File: config.mk
export PLATFORM = sky130hd
export DESIGN_NAME = ccr_responder
export DESIGN_NICKNAME = d
export VERILOG_FILES = /design/src/verilog/ccr_pkg.sv /design/src/verilog/ccr_responder.sv
export SDC_FILE = /design/constraint.sdc
export NUM_CORES = 1
export LEC_CHECK = 0
export BUFFER_PORTS_ARGS = -buffer_cell sky130_fd_sc_hd__buf_2
export CAP_MARGIN = 25
export CORE_MARGIN = 2
export CORE_UTILIZATION = 30
export CTS_CLUSTER_SIZE = 30
export DETAILED_ROUTE_END_ITERATION = 8
export HOLD_SLACK_MARGIN = 0.03
export PLACE_DENSITY = 0.56
export SKIP_LAST_GASP = 1
export SLEW_MARGIN = 20
export SYNTH_ARGS = -nofsm -noshare
export SYNTH_HDL_FRONTEND = slang
export SYNTH_SLANG_ARGS = --single-unit
File: constraint.sdc
create_clock -name clock_in -period 3.85 [get_ports clock_in]
set_input_delay 0.1925 -clock clock_in [delete_from_list [all_inputs] [get_ports clock_in]]
set_output_delay 0.1925 -clock clock_in [all_outputs]
set_load 0.05 [all_outputs]
File: src/verilog/ccr_pkg.sv
// Constants, types and layouts of the calibration command responder
//
// Contract
// - Dark arm command arms dark calibration, replies
// - Armed plus lock switch transition starts calibration
// - Dark reply columns: z, B, a, lock
// - Locked defers calibration, blocks firmware upgrade
// - Unlocked calibrates at once, permits upgrade
// - Arm and disarm replies end CR LF
// - Disarm clears every armed calibration mode
// - Disarm reply columns: z, x, d, lock
// - Info reply: i, protocol revision columns 2-9
// - Info reply: model code columns 11-18
// - Info reply: feature revision columns 20-27
// - Info reply: serial 29-36, CR LF 37-38
// - Offset reply: z,5, twelve chars, CR LF
// - Temperature command stores new calibration temperature
// - Temperature kept raw at own resolution
// - Temperature reply: z,6, six chars, CR LF
`default_nettype none
package ccr_pkg;

  // ==========================================================
  // Characters
  localparam logic [7:0] CH_X = 8'h78;
  localparam logic [7:0] CH_Z = 8'h7a;
  localparam logic [7:0] CH_C = 8'h63;
  localparam logic [7:0] CH_A = 8'h61;
  localparam logic [7:0] CH_L = 8'h6c;
  localparam logic [7:0] CH_I = 8'h69;
  localparam logic [7:0] CH_UB = 8'h42;
  localparam logic [7:0] CH_UD = 8'h44;
  localparam logic [7:0] CH_D = 8'h64;
  localparam logic [7:0] CH_LOCK = 8'h4c;
  localparam logic [7:0] CH_UNLOCK = 8'h55;
  localparam logic [7:0] CH_5 = 8'h35;
  localparam logic [7:0] CH_6 = 8'h36;
  localparam logic [7:0] CH_DOT = 8'h2e;
  localparam logic [7:0] CH_DEGC = 8'h43;
  localparam logic [7:0] CH_COMMA = 8'h2c;
  localparam logic [7:0] CH_CR = 8'h0d;
  localparam logic [7:0] CH_LF = 8'h0a;
  localparam logic [3:0] DIGIT_HI = 4'h3;

  // ==========================================================
  // Command layout
  localparam int CMD_MAX = 17;
  localparam logic [4:0] LEN_INFO_CMD = 5'h01;
  localparam logic [4:0] LEN_ARM_CMD = 5'h05;
  localparam logic [4:0] LEN_TEMP_CMD = 5'h10;
  localparam logic [4:0] LEN_OFFS_CMD = 5'h11;
  localparam int POS_SEL = 4;
  localparam int POS_VAL = 5;
  localparam int OFFS_CHARS = 12;
  localparam int POS_TEMP_D2 = 10;
  localparam int POS_TEMP_F = 14;

  // ==========================================================
  // Response columns and lengths
  localparam logic [5:0] LEN_ARM = 6'h06;
  localparam logic [5:0] LEN_INFO = 6'h27;
  localparam logic [5:0] LEN_OFFS = 6'h12;
  localparam logic [5:0] LEN_TEMP = 6'h0c;
  localparam logic [5:0] COL_PROTO = 6'h02;
  localparam logic [5:0] COL_MODEL = 6'h0b;
  localparam logic [5:0] COL_FEAT = 6'h14;
  localparam logic [5:0] COL_SERIAL = 6'h1d;
  localparam logic [5:0] COL_VAL = 6'h04;
  localparam logic [5:0] FIELD8 = 6'h08;
  localparam logic [5:0] COL_1 = 6'h01;
  localparam logic [5:0] COL_2 = 6'h02;
  localparam logic [5:0] COL_3 = 6'h03;
  localparam logic [5:0] COL_T_DOT = 6'h07;
  localparam logic [5:0] COL_T_FRAC = 6'h08;
  localparam logic [5:0] COL_T_C = 6'h09;

  // ==========================================================
  // Register map (byte addresses)
  localparam logic [7:0] ADDR_CTRL = 8'h00;
  localparam logic [7:0] ADDR_STATUS = 8'h04;
  localparam logic [7:0] ADDR_SERIAL = 8'h08;
  localparam logic [7:0] ADDR_TEMP = 8'h0c;
  localparam logic [7:0] ADDR_DARK = 8'h10;
  localparam logic CTRL_EN_RST = 1'b1;
  localparam logic [15:0] TEMP_RST = 16'h0000;

  // ==========================================================
  // Types
  typedef struct packed {
    logic valid;
    logic [7:0] data;
  } ccr_byte_s;

  typedef enum logic [1:0] {
    ST_COLLECT = 2'b00,
    ST_EXEC = 2'b01,
    ST_SEND = 2'b10
  } ccr_state_e;

  typedef enum logic [2:0] {
    RK_NONE = 3'b000,
    RK_ARM = 3'b001,
    RK_DISARM = 3'b010,
    RK_INFO = 3'b011,
    RK_OFFS = 3'b100,
    RK_TEMP = 3'b101
  } ccr_kind_e;

endpackage
`default_nettype wire

File: src/verilog/ccr_responder.sv
// Calibration command responder: byte link parser, replies, APB registers
//
// Decided for this implementation: the APB register port and the address map.
`timescale 1ns/1ns
`default_nettype none

module ccr_responder #(
  parameter logic [31:0] PROTO_REV = 32'h00000007, // Arbitrary value
  parameter logic [31:0] MODEL_CODE = 32'h00000042, // Arbitrary value
  parameter logic [31:0] FEATURE_REV = 32'h00000009, // Arbitrary value
  parameter logic [31:0] SERIAL_RST = 32'h00001234, // Arbitrary value
  parameter int DARK_W = 32
) (
  // Clock and reset
  input wire logic clock_in,
  input wire logic rstn_in,
  // Host byte link
  input wire ccr_pkg::ccr_byte_s rx_in,
  output logic rx_ready_out,
  output ccr_pkg::ccr_byte_s tx_out,
  input wire logic tx_ready_in,
  // Lock switch and calibration
  input wire logic lock_sw_in,
  input wire logic [DARK_W-1:0] dark_meas_in,
  output logic dark_cal_start_out,
  output logic fw_upgrade_en_out,
  // APB slave
  input wire logic psel_in,
  input wire logic penable_in,
  input wire logic pwrite_in,
  input wire logic [7:0] paddr_in,
  input wire logic [31:0] pwdata_in,
  output logic [31:0] prdata_out,
  output logic pready_out,
  output logic pslverr_out
);

  // ==========================================================
  // Helpers
  function automatic logic [7:0] bcd_char(input logic [31:0] v,
                                          input logic [5:0] k);
    logic [2:0] n;
    n = 3'(3'h7 - k[2:0]);
    bcd_char = {ccr_pkg::DIGIT_HI, v[n*4 +: 4]};
  endfunction
  function automatic logic in_field(input logic [5:0] i,
                                    input logic [5:0] s,
                                    input logic [5:0] w);
    in_field = (i >= s) && (i < 6'(s + w));
  endfunction
  function automatic logic [7:0] resp_byte(
    input ccr_pkg::ccr_kind_e kind,
    input logic [5:0] i,
    input logic [5:0] len,
    input logic lk,
    input logic [31:0] serial,
    input logic [95:0] offs,
    input logic [15:0] temp);
    logic [5:0] d;
    logic [3:0] oi;
    resp_byte = ccr_pkg::CH_COMMA;
    d = 6'h00;
    oi = 4'h0;
    if (i == 6'(len - 6'h02)) begin
      resp_byte = ccr_pkg::CH_CR;
    end else if (i == 6'(len - 6'h01)) begin
      resp_byte = ccr_pkg::CH_LF;
    end else if (i == 6'h00) begin
      resp_byte = (kind == ccr_pkg::RK_INFO) ? ccr_pkg::CH_I
                                             : ccr_pkg::CH_Z;
    end else begin
      case (kind)
        ccr_pkg::RK_ARM, ccr_pkg::RK_DISARM: begin
          if (i == ccr_pkg::COL_1) begin
            resp_byte = (kind == ccr_pkg::RK_ARM) ? ccr_pkg::CH_UB
                                                  : ccr_pkg::CH_X;
          end else if (i == ccr_pkg::COL_2) begin
            resp_byte = (kind == ccr_pkg::RK_ARM) ? ccr_pkg::CH_A
                                                  : ccr_pkg::CH_D;
          end else begin
            resp_byte = lk ? ccr_pkg::CH_LOCK
                           : ccr_pkg::CH_UNLOCK;
          end
        end
        ccr_pkg::RK_INFO: begin
          if (in_field(i, ccr_pkg::COL_PROTO, ccr_pkg::FIELD8)) begin
            d = 6'(i - ccr_pkg::COL_PROTO);
            resp_byte = bcd_char(PROTO_REV, d);
          end else if (in_field(i, ccr_pkg::COL_MODEL, ccr_pkg::FIELD8)) begin
            d = 6'(i - ccr_pkg::COL_MODEL);
            resp_byte = bcd_char(MODEL_CODE, d);
          end else if (in_field(i, ccr_pkg::COL_FEAT, ccr_pkg::FIELD8)) begin
            d = 6'(i - ccr_pkg::COL_FEAT);
            resp_byte = bcd_char(FEATURE_REV, d);
          end else if (in_field(i, ccr_pkg::COL_SERIAL,
                                ccr_pkg::FIELD8)) begin
            d = 6'(i - ccr_pkg::COL_SERIAL);
            resp_byte = bcd_char(serial, d);
          end
        end
        ccr_pkg::RK_OFFS: begin
          if (i == ccr_pkg::COL_2) begin
            resp_byte = ccr_pkg::CH_5;
          end else if (i >= ccr_pkg::COL_VAL) begin
            d = 6'(i - ccr_pkg::COL_VAL);
            oi = 4'(ccr_pkg::OFFS_CHARS - 1 - d);
            resp_byte = offs[oi*8 +: 8];
          end
        end
        ccr_pkg::RK_TEMP: begin
          if (i == ccr_pkg::COL_2) begin
            resp_byte = ccr_pkg::CH_6;
          end else if (in_field(i, ccr_pkg::COL_VAL, ccr_pkg::COL_3)) begin
            d = 6'(i - ccr_pkg::COL_VAL);
            oi = 4'(4'd3 - d[3:0]);
            resp_byte = {ccr_pkg::DIGIT_HI, temp[oi*4 +: 4]};
          end else if (i == ccr_pkg::COL_T_DOT) begin
            resp_byte = ccr_pkg::CH_DOT;
          end else if (i == ccr_pkg::COL_T_FRAC) begin
            resp_byte = {ccr_pkg::DIGIT_HI, temp[3:0]};
          end else if (i == ccr_pkg::COL_T_C) begin
            resp_byte = ccr_pkg::CH_DEGC;
          end
        end
        default: resp_byte = ccr_pkg::CH_COMMA;
      endcase
    end
  endfunction

  // ==========================================================
  // Lock switch synchroniser
  logic lock_meta, lock_sync, lock_prev;
  always_ff @(posedge clock_in or negedge rstn_in) begin
    if (!rstn_in) begin
      lock_meta <= 1'b0;
      lock_sync <= 1'b0;
      lock_prev <= 1'b0;
    end else begin
      lock_meta <= lock_sw_in;
      lock_sync <= lock_meta;
      lock_prev <= lock_sync;
    end
  end
  wire logic locked = lock_sync;
  wire logic lock_edge = lock_sync ^ lock_prev;

  // ==========================================================
  // Registers and state
  logic ctrl_en;
  logic [31:0] serial_num;
  logic [15:0] temp_raw;
  logic [95:0] offs_val;
  logic [DARK_W-1:0] dark_cal;
  logic dark_armed;
  ccr_pkg::ccr_state_e state, next_state;
  ccr_pkg::ccr_kind_e kind, next_kind;
  logic [7:0] cmd [0:ccr_pkg::CMD_MAX-1];
  logic [4:0] cmd_cnt;
  logic [5:0] idx, resp_len, next_len;
  logic skid_v;
  logic [7:0] skid_d;
  wire logic rx_take = rx_in.valid && rx_ready_out;
  wire logic rx_term = rx_take && (rx_in.data == ccr_pkg::CH_X);
  wire logic buf_ready = !skid_v;
  wire logic push = (state == ccr_pkg::ST_SEND) && buf_ready;
  wire logic [7:0] push_d = resp_byte(kind, idx, resp_len, locked,
                                      serial_num, offs_val, temp_raw);
  wire logic zcal = (cmd[0] == ccr_pkg::CH_Z) && (cmd[1] == ccr_pkg::CH_C)
                    && (cmd[2] == ccr_pkg::CH_A) && (cmd[3] == ccr_pkg::CH_L);

  // ==========================================================
  // Command decode at the terminator
  always_comb begin
    next_kind = ccr_pkg::RK_NONE;
    next_len = ccr_pkg::LEN_ARM;
    if (cmd_cnt == ccr_pkg::LEN_INFO_CMD && cmd[0] == ccr_pkg::CH_I) begin
      next_kind = ccr_pkg::RK_INFO;
      next_len = ccr_pkg::LEN_INFO;
    end else if (zcal && cmd_cnt == ccr_pkg::LEN_ARM_CMD &&
                 cmd[ccr_pkg::POS_SEL] == ccr_pkg::CH_UB) begin
      next_kind = ccr_pkg::RK_ARM;
    end else if (zcal && cmd_cnt == ccr_pkg::LEN_ARM_CMD &&
                 cmd[ccr_pkg::POS_SEL] == ccr_pkg::CH_UD) begin
      next_kind = ccr_pkg::RK_DISARM;
    end else if (zcal && cmd_cnt == ccr_pkg::LEN_OFFS_CMD &&
                 cmd[ccr_pkg::POS_SEL] == ccr_pkg::CH_5) begin
      next_kind = ccr_pkg::RK_OFFS;
      next_len = ccr_pkg::LEN_OFFS;
    end else if (zcal && cmd_cnt == ccr_pkg::LEN_TEMP_CMD &&
                 cmd[ccr_pkg::POS_SEL] == ccr_pkg::CH_6) begin
      next_kind = ccr_pkg::RK_TEMP;
      next_len = ccr_pkg::LEN_TEMP;
    end
  end
  always_comb begin
    next_state = state;
    case (state)
      ccr_pkg::ST_COLLECT: if (rx_term) next_state = ccr_pkg::ST_EXEC;
      ccr_pkg::ST_EXEC: begin
        next_state = (next_kind == ccr_pkg::RK_NONE) ? ccr_pkg::ST_COLLECT
                                                     : ccr_pkg::ST_SEND;
      end
      ccr_pkg::ST_SEND: begin
        if (push && idx == 6'(resp_len - 6'h01)) begin
          next_state = ccr_pkg::ST_COLLECT;
        end
      end
      default: next_state = ccr_pkg::ST_COLLECT;
    endcase
  end

  // ==========================================================
  // Parser and reply sequencer
  always_ff @(posedge clock_in or negedge rstn_in) begin
    if (!rstn_in) begin
      state <= ccr_pkg::ST_COLLECT;
      kind <= ccr_pkg::RK_NONE;
      cmd_cnt <= 5'h00;
      idx <= 6'h00;
      resp_len <= ccr_pkg::LEN_ARM;
      rx_ready_out <= 1'b0;
    end else begin
      state <= next_state;
      // No byte taken while executing or replying
      rx_ready_out <= (next_state == ccr_pkg::ST_COLLECT) && ctrl_en;
      if (state == ccr_pkg::ST_EXEC) begin
        kind <= next_kind;
        resp_len <= next_len;
        idx <= 6'h00;
        cmd_cnt <= 5'h00;
      end else if (push) begin
        idx <= 6'(idx + 6'h01);
      end
      if (rx_take && !rx_term && cmd_cnt < 5'(ccr_pkg::CMD_MAX)) begin
        cmd_cnt <= 5'(cmd_cnt + 5'h01);
      end
    end
  end
  // Overlong commands stop filling at CMD_MAX bytes; one starting zcal5 still matches as an offset command on the terminator
  always_ff @(posedge clock_in or negedge rstn_in) begin
    if (!rstn_in) begin
      for (int k = 0; k < ccr_pkg::CMD_MAX; k++) cmd[k] <= 8'h00;
    end else if (rx_take && !rx_term &&
                 cmd_cnt < 5'(ccr_pkg::CMD_MAX)) begin
      cmd[cmd_cnt] <= rx_in.data;
    end
  end

  // ==========================================================
  // Dark calibration arming
  always_ff @(posedge clock_in or negedge rstn_in) begin
    if (!rstn_in) begin
      dark_armed <= 1'b0;
      dark_cal_start_out <= 1'b0;
      dark_cal <= '0;
    end else begin
      dark_cal_start_out <= 1'b0;
      if (state == ccr_pkg::ST_EXEC && next_kind == ccr_pkg::RK_ARM) begin
        if (locked) begin
          dark_armed <= 1'b1;
        end else begin
          dark_cal_start_out <= 1'b1;
          dark_cal <= dark_meas_in;
          dark_armed <= 1'b0;
        end
      end else if (state == ccr_pkg::ST_EXEC &&
                   next_kind == ccr_pkg::RK_DISARM) begin
        dark_armed <= 1'b0;
      end else if (dark_armed && lock_edge) begin
        dark_cal_start_out <= 1'b1;
        dark_cal <= dark_meas_in;
        dark_armed <= 1'b0;
      end
    end
  end
  always_ff @(posedge clock_in or negedge rstn_in) begin
    if (!rstn_in) begin
      fw_upgrade_en_out <= 1'b0;
    end else begin
      fw_upgrade_en_out <= !locked;
    end
  end

  // ==========================================================
  // Manually set values
  always_ff @(posedge clock_in or negedge rstn_in) begin
    if (!rstn_in) begin
      offs_val <= '0;
      temp_raw <= ccr_pkg::TEMP_RST;
    end else if (state == ccr_pkg::ST_EXEC) begin
      if (next_kind == ccr_pkg::RK_OFFS) begin
        for (int k = 0; k < ccr_pkg::OFFS_CHARS; k++) begin
          offs_val[(ccr_pkg::OFFS_CHARS-1-k)*8 +: 8] <=
            cmd[ccr_pkg::POS_VAL+k];
        end
      end
      if (next_kind == ccr_pkg::RK_TEMP) begin
        // Tenths kept, hundredths dropped: echo can differ from input
        temp_raw <= {cmd[ccr_pkg::POS_TEMP_D2][3:0],
                     cmd[ccr_pkg::POS_TEMP_D2+1][3:0],
                     cmd[ccr_pkg::POS_TEMP_D2+2][3:0],
                     cmd[ccr_pkg::POS_TEMP_F][3:0]};
      end
    end
  end

  // ==========================================================
  // Two-entry output buffer: output stage plus skid entry
  always_ff @(posedge clock_in or negedge rstn_in) begin
    if (!rstn_in) begin
      tx_out <= '0;
      skid_v <= 1'b0;
      skid_d <= 8'h00;
    end else if (!tx_out.valid || tx_ready_in) begin
      if (skid_v) begin
        tx_out <= {1'b1, skid_d};
        skid_v <= 1'b0;
      end else begin
        tx_out <= {push, push_d};
      end
    end else if (push) begin
      skid_v <= 1'b1;
      skid_d <= push_d;
    end
  end

  // ==========================================================
  // APB slave: no wait states, ready in the first access cycle
  wire logic apb_setup = psel_in && !penable_in;
  wire logic apb_wr = psel_in && penable_in && pready_out && pwrite_in;
  wire logic addr_ok = (paddr_in <= ccr_pkg::ADDR_DARK) &&
                       (paddr_in[1:0] == 2'b00);
  logic [31:0] rd_mux;
  always_comb begin
    rd_mux = 32'h00000000;
    case (paddr_in)
      ccr_pkg::ADDR_CTRL: rd_mux = {31'h0, ctrl_en};
      ccr_pkg::ADDR_STATUS: rd_mux = {29'h0, state != ccr_pkg::ST_COLLECT,
                                      locked, dark_armed};
      ccr_pkg::ADDR_SERIAL: rd_mux = serial_num;
      ccr_pkg::ADDR_TEMP: rd_mux = {16'h0, temp_raw};
      ccr_pkg::ADDR_DARK: rd_mux = 32'(dark_cal);
      default: rd_mux = 32'h00000000;
    endcase
  end
  always_ff @(posedge clock_in or negedge rstn_in) begin
    if (!rstn_in) begin
      pready_out <= 1'b0;
      pslverr_out <= 1'b0;
      prdata_out <= 32'h00000000;
    end else begin
      pready_out <= apb_setup;
      pslverr_out <= apb_setup && !addr_ok;
      prdata_out <= (apb_setup && !pwrite_in) ? rd_mux : 32'h00000000;
    end
  end
  always_ff @(posedge clock_in or negedge rstn_in) begin
    if (!rstn_in) begin
      ctrl_en <= ccr_pkg::CTRL_EN_RST;
      serial_num <= SERIAL_RST;
    end else if (apb_wr) begin
      if (paddr_in == ccr_pkg::ADDR_CTRL) ctrl_en <= pwdata_in[0];
      if (paddr_in == ccr_pkg::ADDR_SERIAL) serial_num <= pwdata_in;
    end
  end

endmodule // ccr_responder

`default_nettype wire
* Yosys cells after proc, flatten, opt, wreduce, memory -nomap -nowiden
Cells that the tools add are included.
** Word-level totals
- Register bits :: 394
- Output and inout bits :: 46
- Logic and storage cells :: 237
** Operators by class
- Muxes and demuxes :: 59
- Equality and inequality tests :: 38
- Bitwise operators :: 3
- Order comparisons :: 14
- Add/subtract/negate cells :: 15
- Shift operators :: 6
- Reductions and logical operators :: 61
** Operators with widths (number)
- $mux 32 :: 5
- $pmux 32 s5 :: 1
- $bwmux 136 :: 1
- $shiftx 32x6->4 const A :: 3
- $shiftx 96x8->8 :: 1
- $eq 8x7->1 const B :: 8
- $mux 5 :: 11
- $mux 8 :: 6
- $demux 8 s5 :: 1
- $mux 6 :: 6
- $mux 7 :: 5
- $logic_and 1x1->1 :: 34
- $pmux 8 s4 :: 1
- $shiftx 32x6->4 :: 1
- $mux 3 :: 6
- $eq 8x4->1 const B :: 2
- $eq 8x6->1 const B :: 2
- $shiftx 16x7->4 :: 1
- $eq 3x3->1 const B :: 4
- $eq 6x4->1 const B :: 2
- $eq 6x6->1 :: 2
- $ge 6x5->1 const B :: 2
- $lt 6x5->1 const B :: 2
- $sub 3x3->3 const A :: 4
- 51 further kinds :: 85

* Depth between registers and ports, before layout
- Depth after elaboration :: 16
- Depth in mapped cells :: 13
- Gate-level depth less buffers :: 9

* Worst setup path after synthesis
Ideal clock, no wire load.
- Kind :: register -> register
- Start :: reg idx[0]
- End :: reg tx_out[1] (netlist bit)
- Path buffers :: 4
- Setup slack :: 0.056 ns
- Arrival :: 3.671 ns
- Data required time :: 3.727 ns
- Cell stages (with the launch flop) :: 13
- Clock period less this slack :: 3.794 ns
- Cells stage by stage :: dfrtp_1 > clkbuf_1 > buf_1 > buf_2 > inv_1 > ha_1 > clkbuf_1 > mux4_2 > nor2_1 > nor4_1 > o311ai_0 > nand3b_1 > o221a_2
** On the way
- Word-level cells in the longest chain between the ends :: 12
** RTL lines
- start: declaration :: RTL line ccr_responder.sv:159 : logic [5:0] idx, resp_len, next_len;
- start signal: assignment :: RTL line ccr_responder.sv:232 : idx <= 6'(idx + 6'h01);
- parallel branches: the longest is 10 deep, another holds $sub 4x3->4
- $mux 8 (*) :: RTL line ccr_responder.sv:64 : if (i == 6'(len - 6'h02)) begin
- $mux 9 (*) :: RTL line ccr_responder.sv:315 : if (skid_v) begin
- end signal: assignment :: RTL line ccr_responder.sv:316 : tx_out <= {1'b1, skid_d};
- end signal: assignment :: RTL line ccr_responder.sv:319 : tx_out <= {push, push_d};
- end: declaration :: RTL line ccr_responder.sv:20 : output ccr_pkg::ccr_byte_s tx_out,
Mark *: on every way between the ends.
A chain may end at the register's enable or synchronous reset.

* Worst setup path after layout
- Start :: reg cmd[123] (netlist bit)
- End :: reg dark_cal[31]
** On the way
- Word-level cells in the longest chain between the ends :: 15
** RTL lines
- start: declaration :: RTL line ccr_responder.sv:157 : logic [7:0] cmd [0:ccr_pkg::CMD_MAX-1];
- start signal: indexed assignment :: RTL line ccr_responder.sv:245 : cmd[cmd_cnt] <= rx_in.data;
- $eq 8x7->1 (*) :: RTL line ccr_responder.sv:168 : wire logic zcal = (cmd[0] == ccr_pkg::CH_Z) && (cmd[1] == ccr_pkg::CH_C)
- $logic_and 1x1->1 (*) :: RTL line ccr_responder.sv:168
- $logic_and 1x1->1 (*) (2 in a row) :: RTL line ccr_responder.sv:169 : && (cmd[2] == ccr_pkg::CH_A) && (cmd[3] == ccr_pkg::CH_L);
- $logic_and 1x1->1 (2 in a row) :: RTL line ccr_responder.sv:189 : end else if (zcal && cmd_cnt == ccr_pkg::LEN_TEMP_CMD &&
- $mux 3 :: RTL line ccr_responder.sv:189
- $mux 3 :: RTL line ccr_responder.sv:185 : end else if (zcal && cmd_cnt == ccr_pkg::LEN_OFFS_CMD &&
- $mux 3 :: RTL line ccr_responder.sv:182 : end else if (zcal && cmd_cnt == ccr_pkg::LEN_ARM_CMD &&
- $mux 3 (*) :: RTL line ccr_responder.sv:179 : end else if (zcal && cmd_cnt == ccr_pkg::LEN_ARM_CMD &&
- $mux 3 (*) :: RTL line ccr_responder.sv:176 : if (cmd_cnt == ccr_pkg::LEN_INFO_CMD && cmd[0] == ccr_pkg::CH_I) begin
- $eq 3x1->1 or $eq 3x2->1 (tied branches) :: RTL line ccr_responder.sv:258, ccr_responder.sv:267
- $logic_and 1x1->1, on equally long branches :: RTL line ccr_responder.sv:258, ccr_responder.sv:266
- $ne 2x2->1 (no line) or $reduce_bool 2->1 (tied branches)
- $reduce_and 3->1 (no line)
- end signal: assignment :: RTL line ccr_responder.sv:263 : dark_cal <= dark_meas_in;
- end signal: assignment :: RTL line ccr_responder.sv:271 : dark_cal <= dark_meas_in;
- end: declaration :: RTL line ccr_responder.sv:153 : logic [DARK_W-1:0] dark_cal;
Mark *: on every way between the ends. The rest lies on a longest branch, timed or not.

==> impl_metrics.yaml <==
status:
  status: "finished clean"
clocking:
  cts_setup_buffers: 0
  clock_latency_ns: 0.55
  clkTransAtPathRegs_ns: 0.07
  tritoncts: "yes"
  clockBufferDepth: 3
  cts.htree.levels: 2
  numCtsBuffers: 42
  cts_sinks: 393
  clock-root-buffer: "clkbuf_16"
sta:
  slew_headroom: 0.410
  worst_hold_slack_ns: 0.0899
  rsz0062_at_grt: "false"
  drv_slew: 0
  finClkSkew_ns: 0.0127
  fin_crit_sh: 0.860
  fin_crit_ns: 3.31
  final_hold_viol_count: 0
  achievable-frequency_mhz: 302
  tns_ns: 0
  finalSetupViolations: 0
  worstMarginPinSlew_ns: 0.885
  worst_slack_ns: 0.540
detailed_routing:
  drt_pass1_iterations: 7
  via_per_inst: 4.99
  wire_per_inst_um: 19.5
  ant_nets: 0
  drc: 0
  wl_um: 50800
  first_iter_violations: 912
  vias: 13000
hold_path:
  worstHoldPathType: "in -> reg"
layout:
  area.growth.synth_to_final_pct: 21.4
  drive_above_1_share: 0.285
  layout.nets: 1906
  postLayoutCoreUtil: 0.369
  final_common_cell: "nand2_1"
  final_cell_mix: "402 x nand2_1, 383 x dfrtp_1, 179 x mux2_2"
  fin_cells: 2605
synthesis:
  avgSynthCellArea_sq_um: 11.3
  syn_inst: 1591
  synth_enable_flop_cells: 0
  async_flop_share: 1.00
  yosysTopAreaCellShare: 0.535
  yosysTopAreaCell: "dfrtp_1"
  ys_types: 73
  ys_seq_area_frac: 0.547
  syn-num-nets: 1699
  ys_top_cells_by_area: "dfrtp_1 54%, mux2_2 11%, nand2_1 8.4%"
  synthesis.area_sq_mm: 0.0180
  synth_warnings: 0
  ys_ff_latch: 393
  synth_flop_cell: "dfrtp_1"
power_and_ir_drop:
  cellPowerDensity_mw_per_mm2: 393
  sw_frac_of_total: 0.222
  p_leak_nw: 10.6
  pwr-share-seq: 0.486
  power_frac_comb: 0.034
  ir_worst_vdd_mv: 0.287
  p_int_mw: 6.69
  p_clk_frac: 0.480
  p_switching_mw: 1.91
setup_path:
  cp.required_ns: 4.29
  slowest_stage: "mux2_4"
  end_kind: "register"
  arrival_ns: 3.75
  crit_buf_inv: 0
  cp_max_fo: 33
  crit_path_max_incr_delay_ns: 0.61
  rrSetupSlack_ns: 0.54
  crit_chain: "or4b_1 -> nor4_2 -> nand3_1 -> or4_1 -> nand3b_1 -> mux2_4 -> mux2_2"
  worstSetupPathType: "reg -> reg"
  critPathLaunchType: "register"
  path_delay_family: "simple AND/OR/NAND/NOR gates"
place:
  pre_cts_ws_ns: 0.517
  dp_hpwl_um: 34400
  dp.cells: 2457
  port_buffers: 133
  gp_congestion: 0.888
grt:
  grt_pass1_vias: 13500
  busiest_layer: "met2"
  grt_util_met2: 0.277
  grt_use_met1: 0.213
  met3_usage: 0.0302
  grt_overflow_total: 0
  track_usage: 0.164
  grt_pass1_wl_um: 80400
  antenna_found_initial: 1
  grt_max_degree: 112
floorplanning:
  rows: 89
  core-area_sq_mm: 0.0591
  die_area_sq_mm: 0.0620
  initial_core_util: 0.304
  die_h_um: 249
  ios: 134
  die_w_um: 249
job:
  maxCapViolations: 0
through the flow:
step	power (mW)	cell area (sq um)
final	8.59	21800
after global routing	8.91	21800
after CTS	8.70	21800
after detailed placement	4.49	19700
after global placement	4.49	19700
after floorplan	4.30	18000
path summary, 6_finish.rpt:
check	endpoint	depth (start not counted)	startpoint
worst min-delay path	ctrl_en	3	paddr_in[3]
max in group asynchronous	cmd[53]	4	rstn_in
min in group asynchronous	dark_cal[21]	2	rstn_in
worst max-delay path	dark_cal[31]	7	cmd[123]
worst min register to register	lock_sync	0	lock_meta
worst max register to register	dark_cal[31]	7	cmd[123]
cell usage after synthesis, types with 8 or more instances:
library cell / n
mux2i_1: 12
a222oi_1: 14
a31oi_1: 14
nor2b_1: 16
buf_1: 8
nor3_1: 13
nor4b_1: 8
nor3b_1: 10
nor2_1: 92
a22oi_1: 21
ha_1: 20
dfrtp_1: 385
a21oi_1: 22
mux2_4: 30
o21ai_0: 31
nand4_1: 12
mux2_2: 179
a211oi_1: 8
clkbuf_1: 73
and3_1: 13
dfstp_2: 8
nand2b_1: 8
nand2_1: 402
mux4_2: 34
o31ai_1: 8
nand3_1: 15
inv_1: 18
power groups by stage:
stage | Sequential [mW] | Combinational [mW] | Clock (mW)
final | 4.18 | 0.296 | 4.12
after global routing | 4.18 | 0.326 | 4.40
after CTS | 4.18 | 0.301 | 4.22
after detailed placement | 4.25 | 0.243 | 0
after global placement | 4.25 | 0.238 | 0
after floorplan | 4.25 | 0.0535 | 0
repair_timing:
item,CTS,global route
hold endpoints to repair,175,0
gates resized for setup,0,0
hold buffers,70,0
worst min-delay path, stage by stage:
cell and delay, ns:
buf_2 0.14, nor4b_1 0.07, mux2_2 0.22
per-layer routing:
| metal | up-vias | routed length [um] | part of all wire |
|---|---|---|---|
| li1 | 5998 | - | - |
| met1 | 6538 | 22600 | 0.44 |
| met2 | 378 | 24200 | 0.48 |
| met3 | 93 | 2710 | 0.053 |
| met4 | 0 | 1320 | 0.026 |
| met5 | - | 0 | 0 |
flip-flops by register name, summed over array words and instances (netlist names), 2 cells and up:
register,cells
offs_val,96
prdata_out,32
skid_d,8
kind,3
tx_out,9
state,2
temp_raw,16
cmd,136
resp_len,5
idx,6
cmd_cnt,5
dark_cal,32
serial_num,32
final cells by class:
class                   instances  area [sq um]
repair buffers                250          1800
clock buffers                  62          1250
fillers                      5709         37300
multi-input cells            1093          7740
diodes                          1          2.50
flip-flops and latches        393          9850
inverters                      18          67.6
clock inverters                15           164
well taps                     773           967
logic make-up after synthesis:
group | synth area share
and+or+nand+nor | 0.161
DFF | 0.547
muxes | 0.186
AOI/OAI and AO/OA | 0.0622
buffers and inverters | 0.0237
adders and majority gates | 0.0139
xor gates and xnor gates | 0.00633
Note: power is estimated with default switching activity, not from simulation.
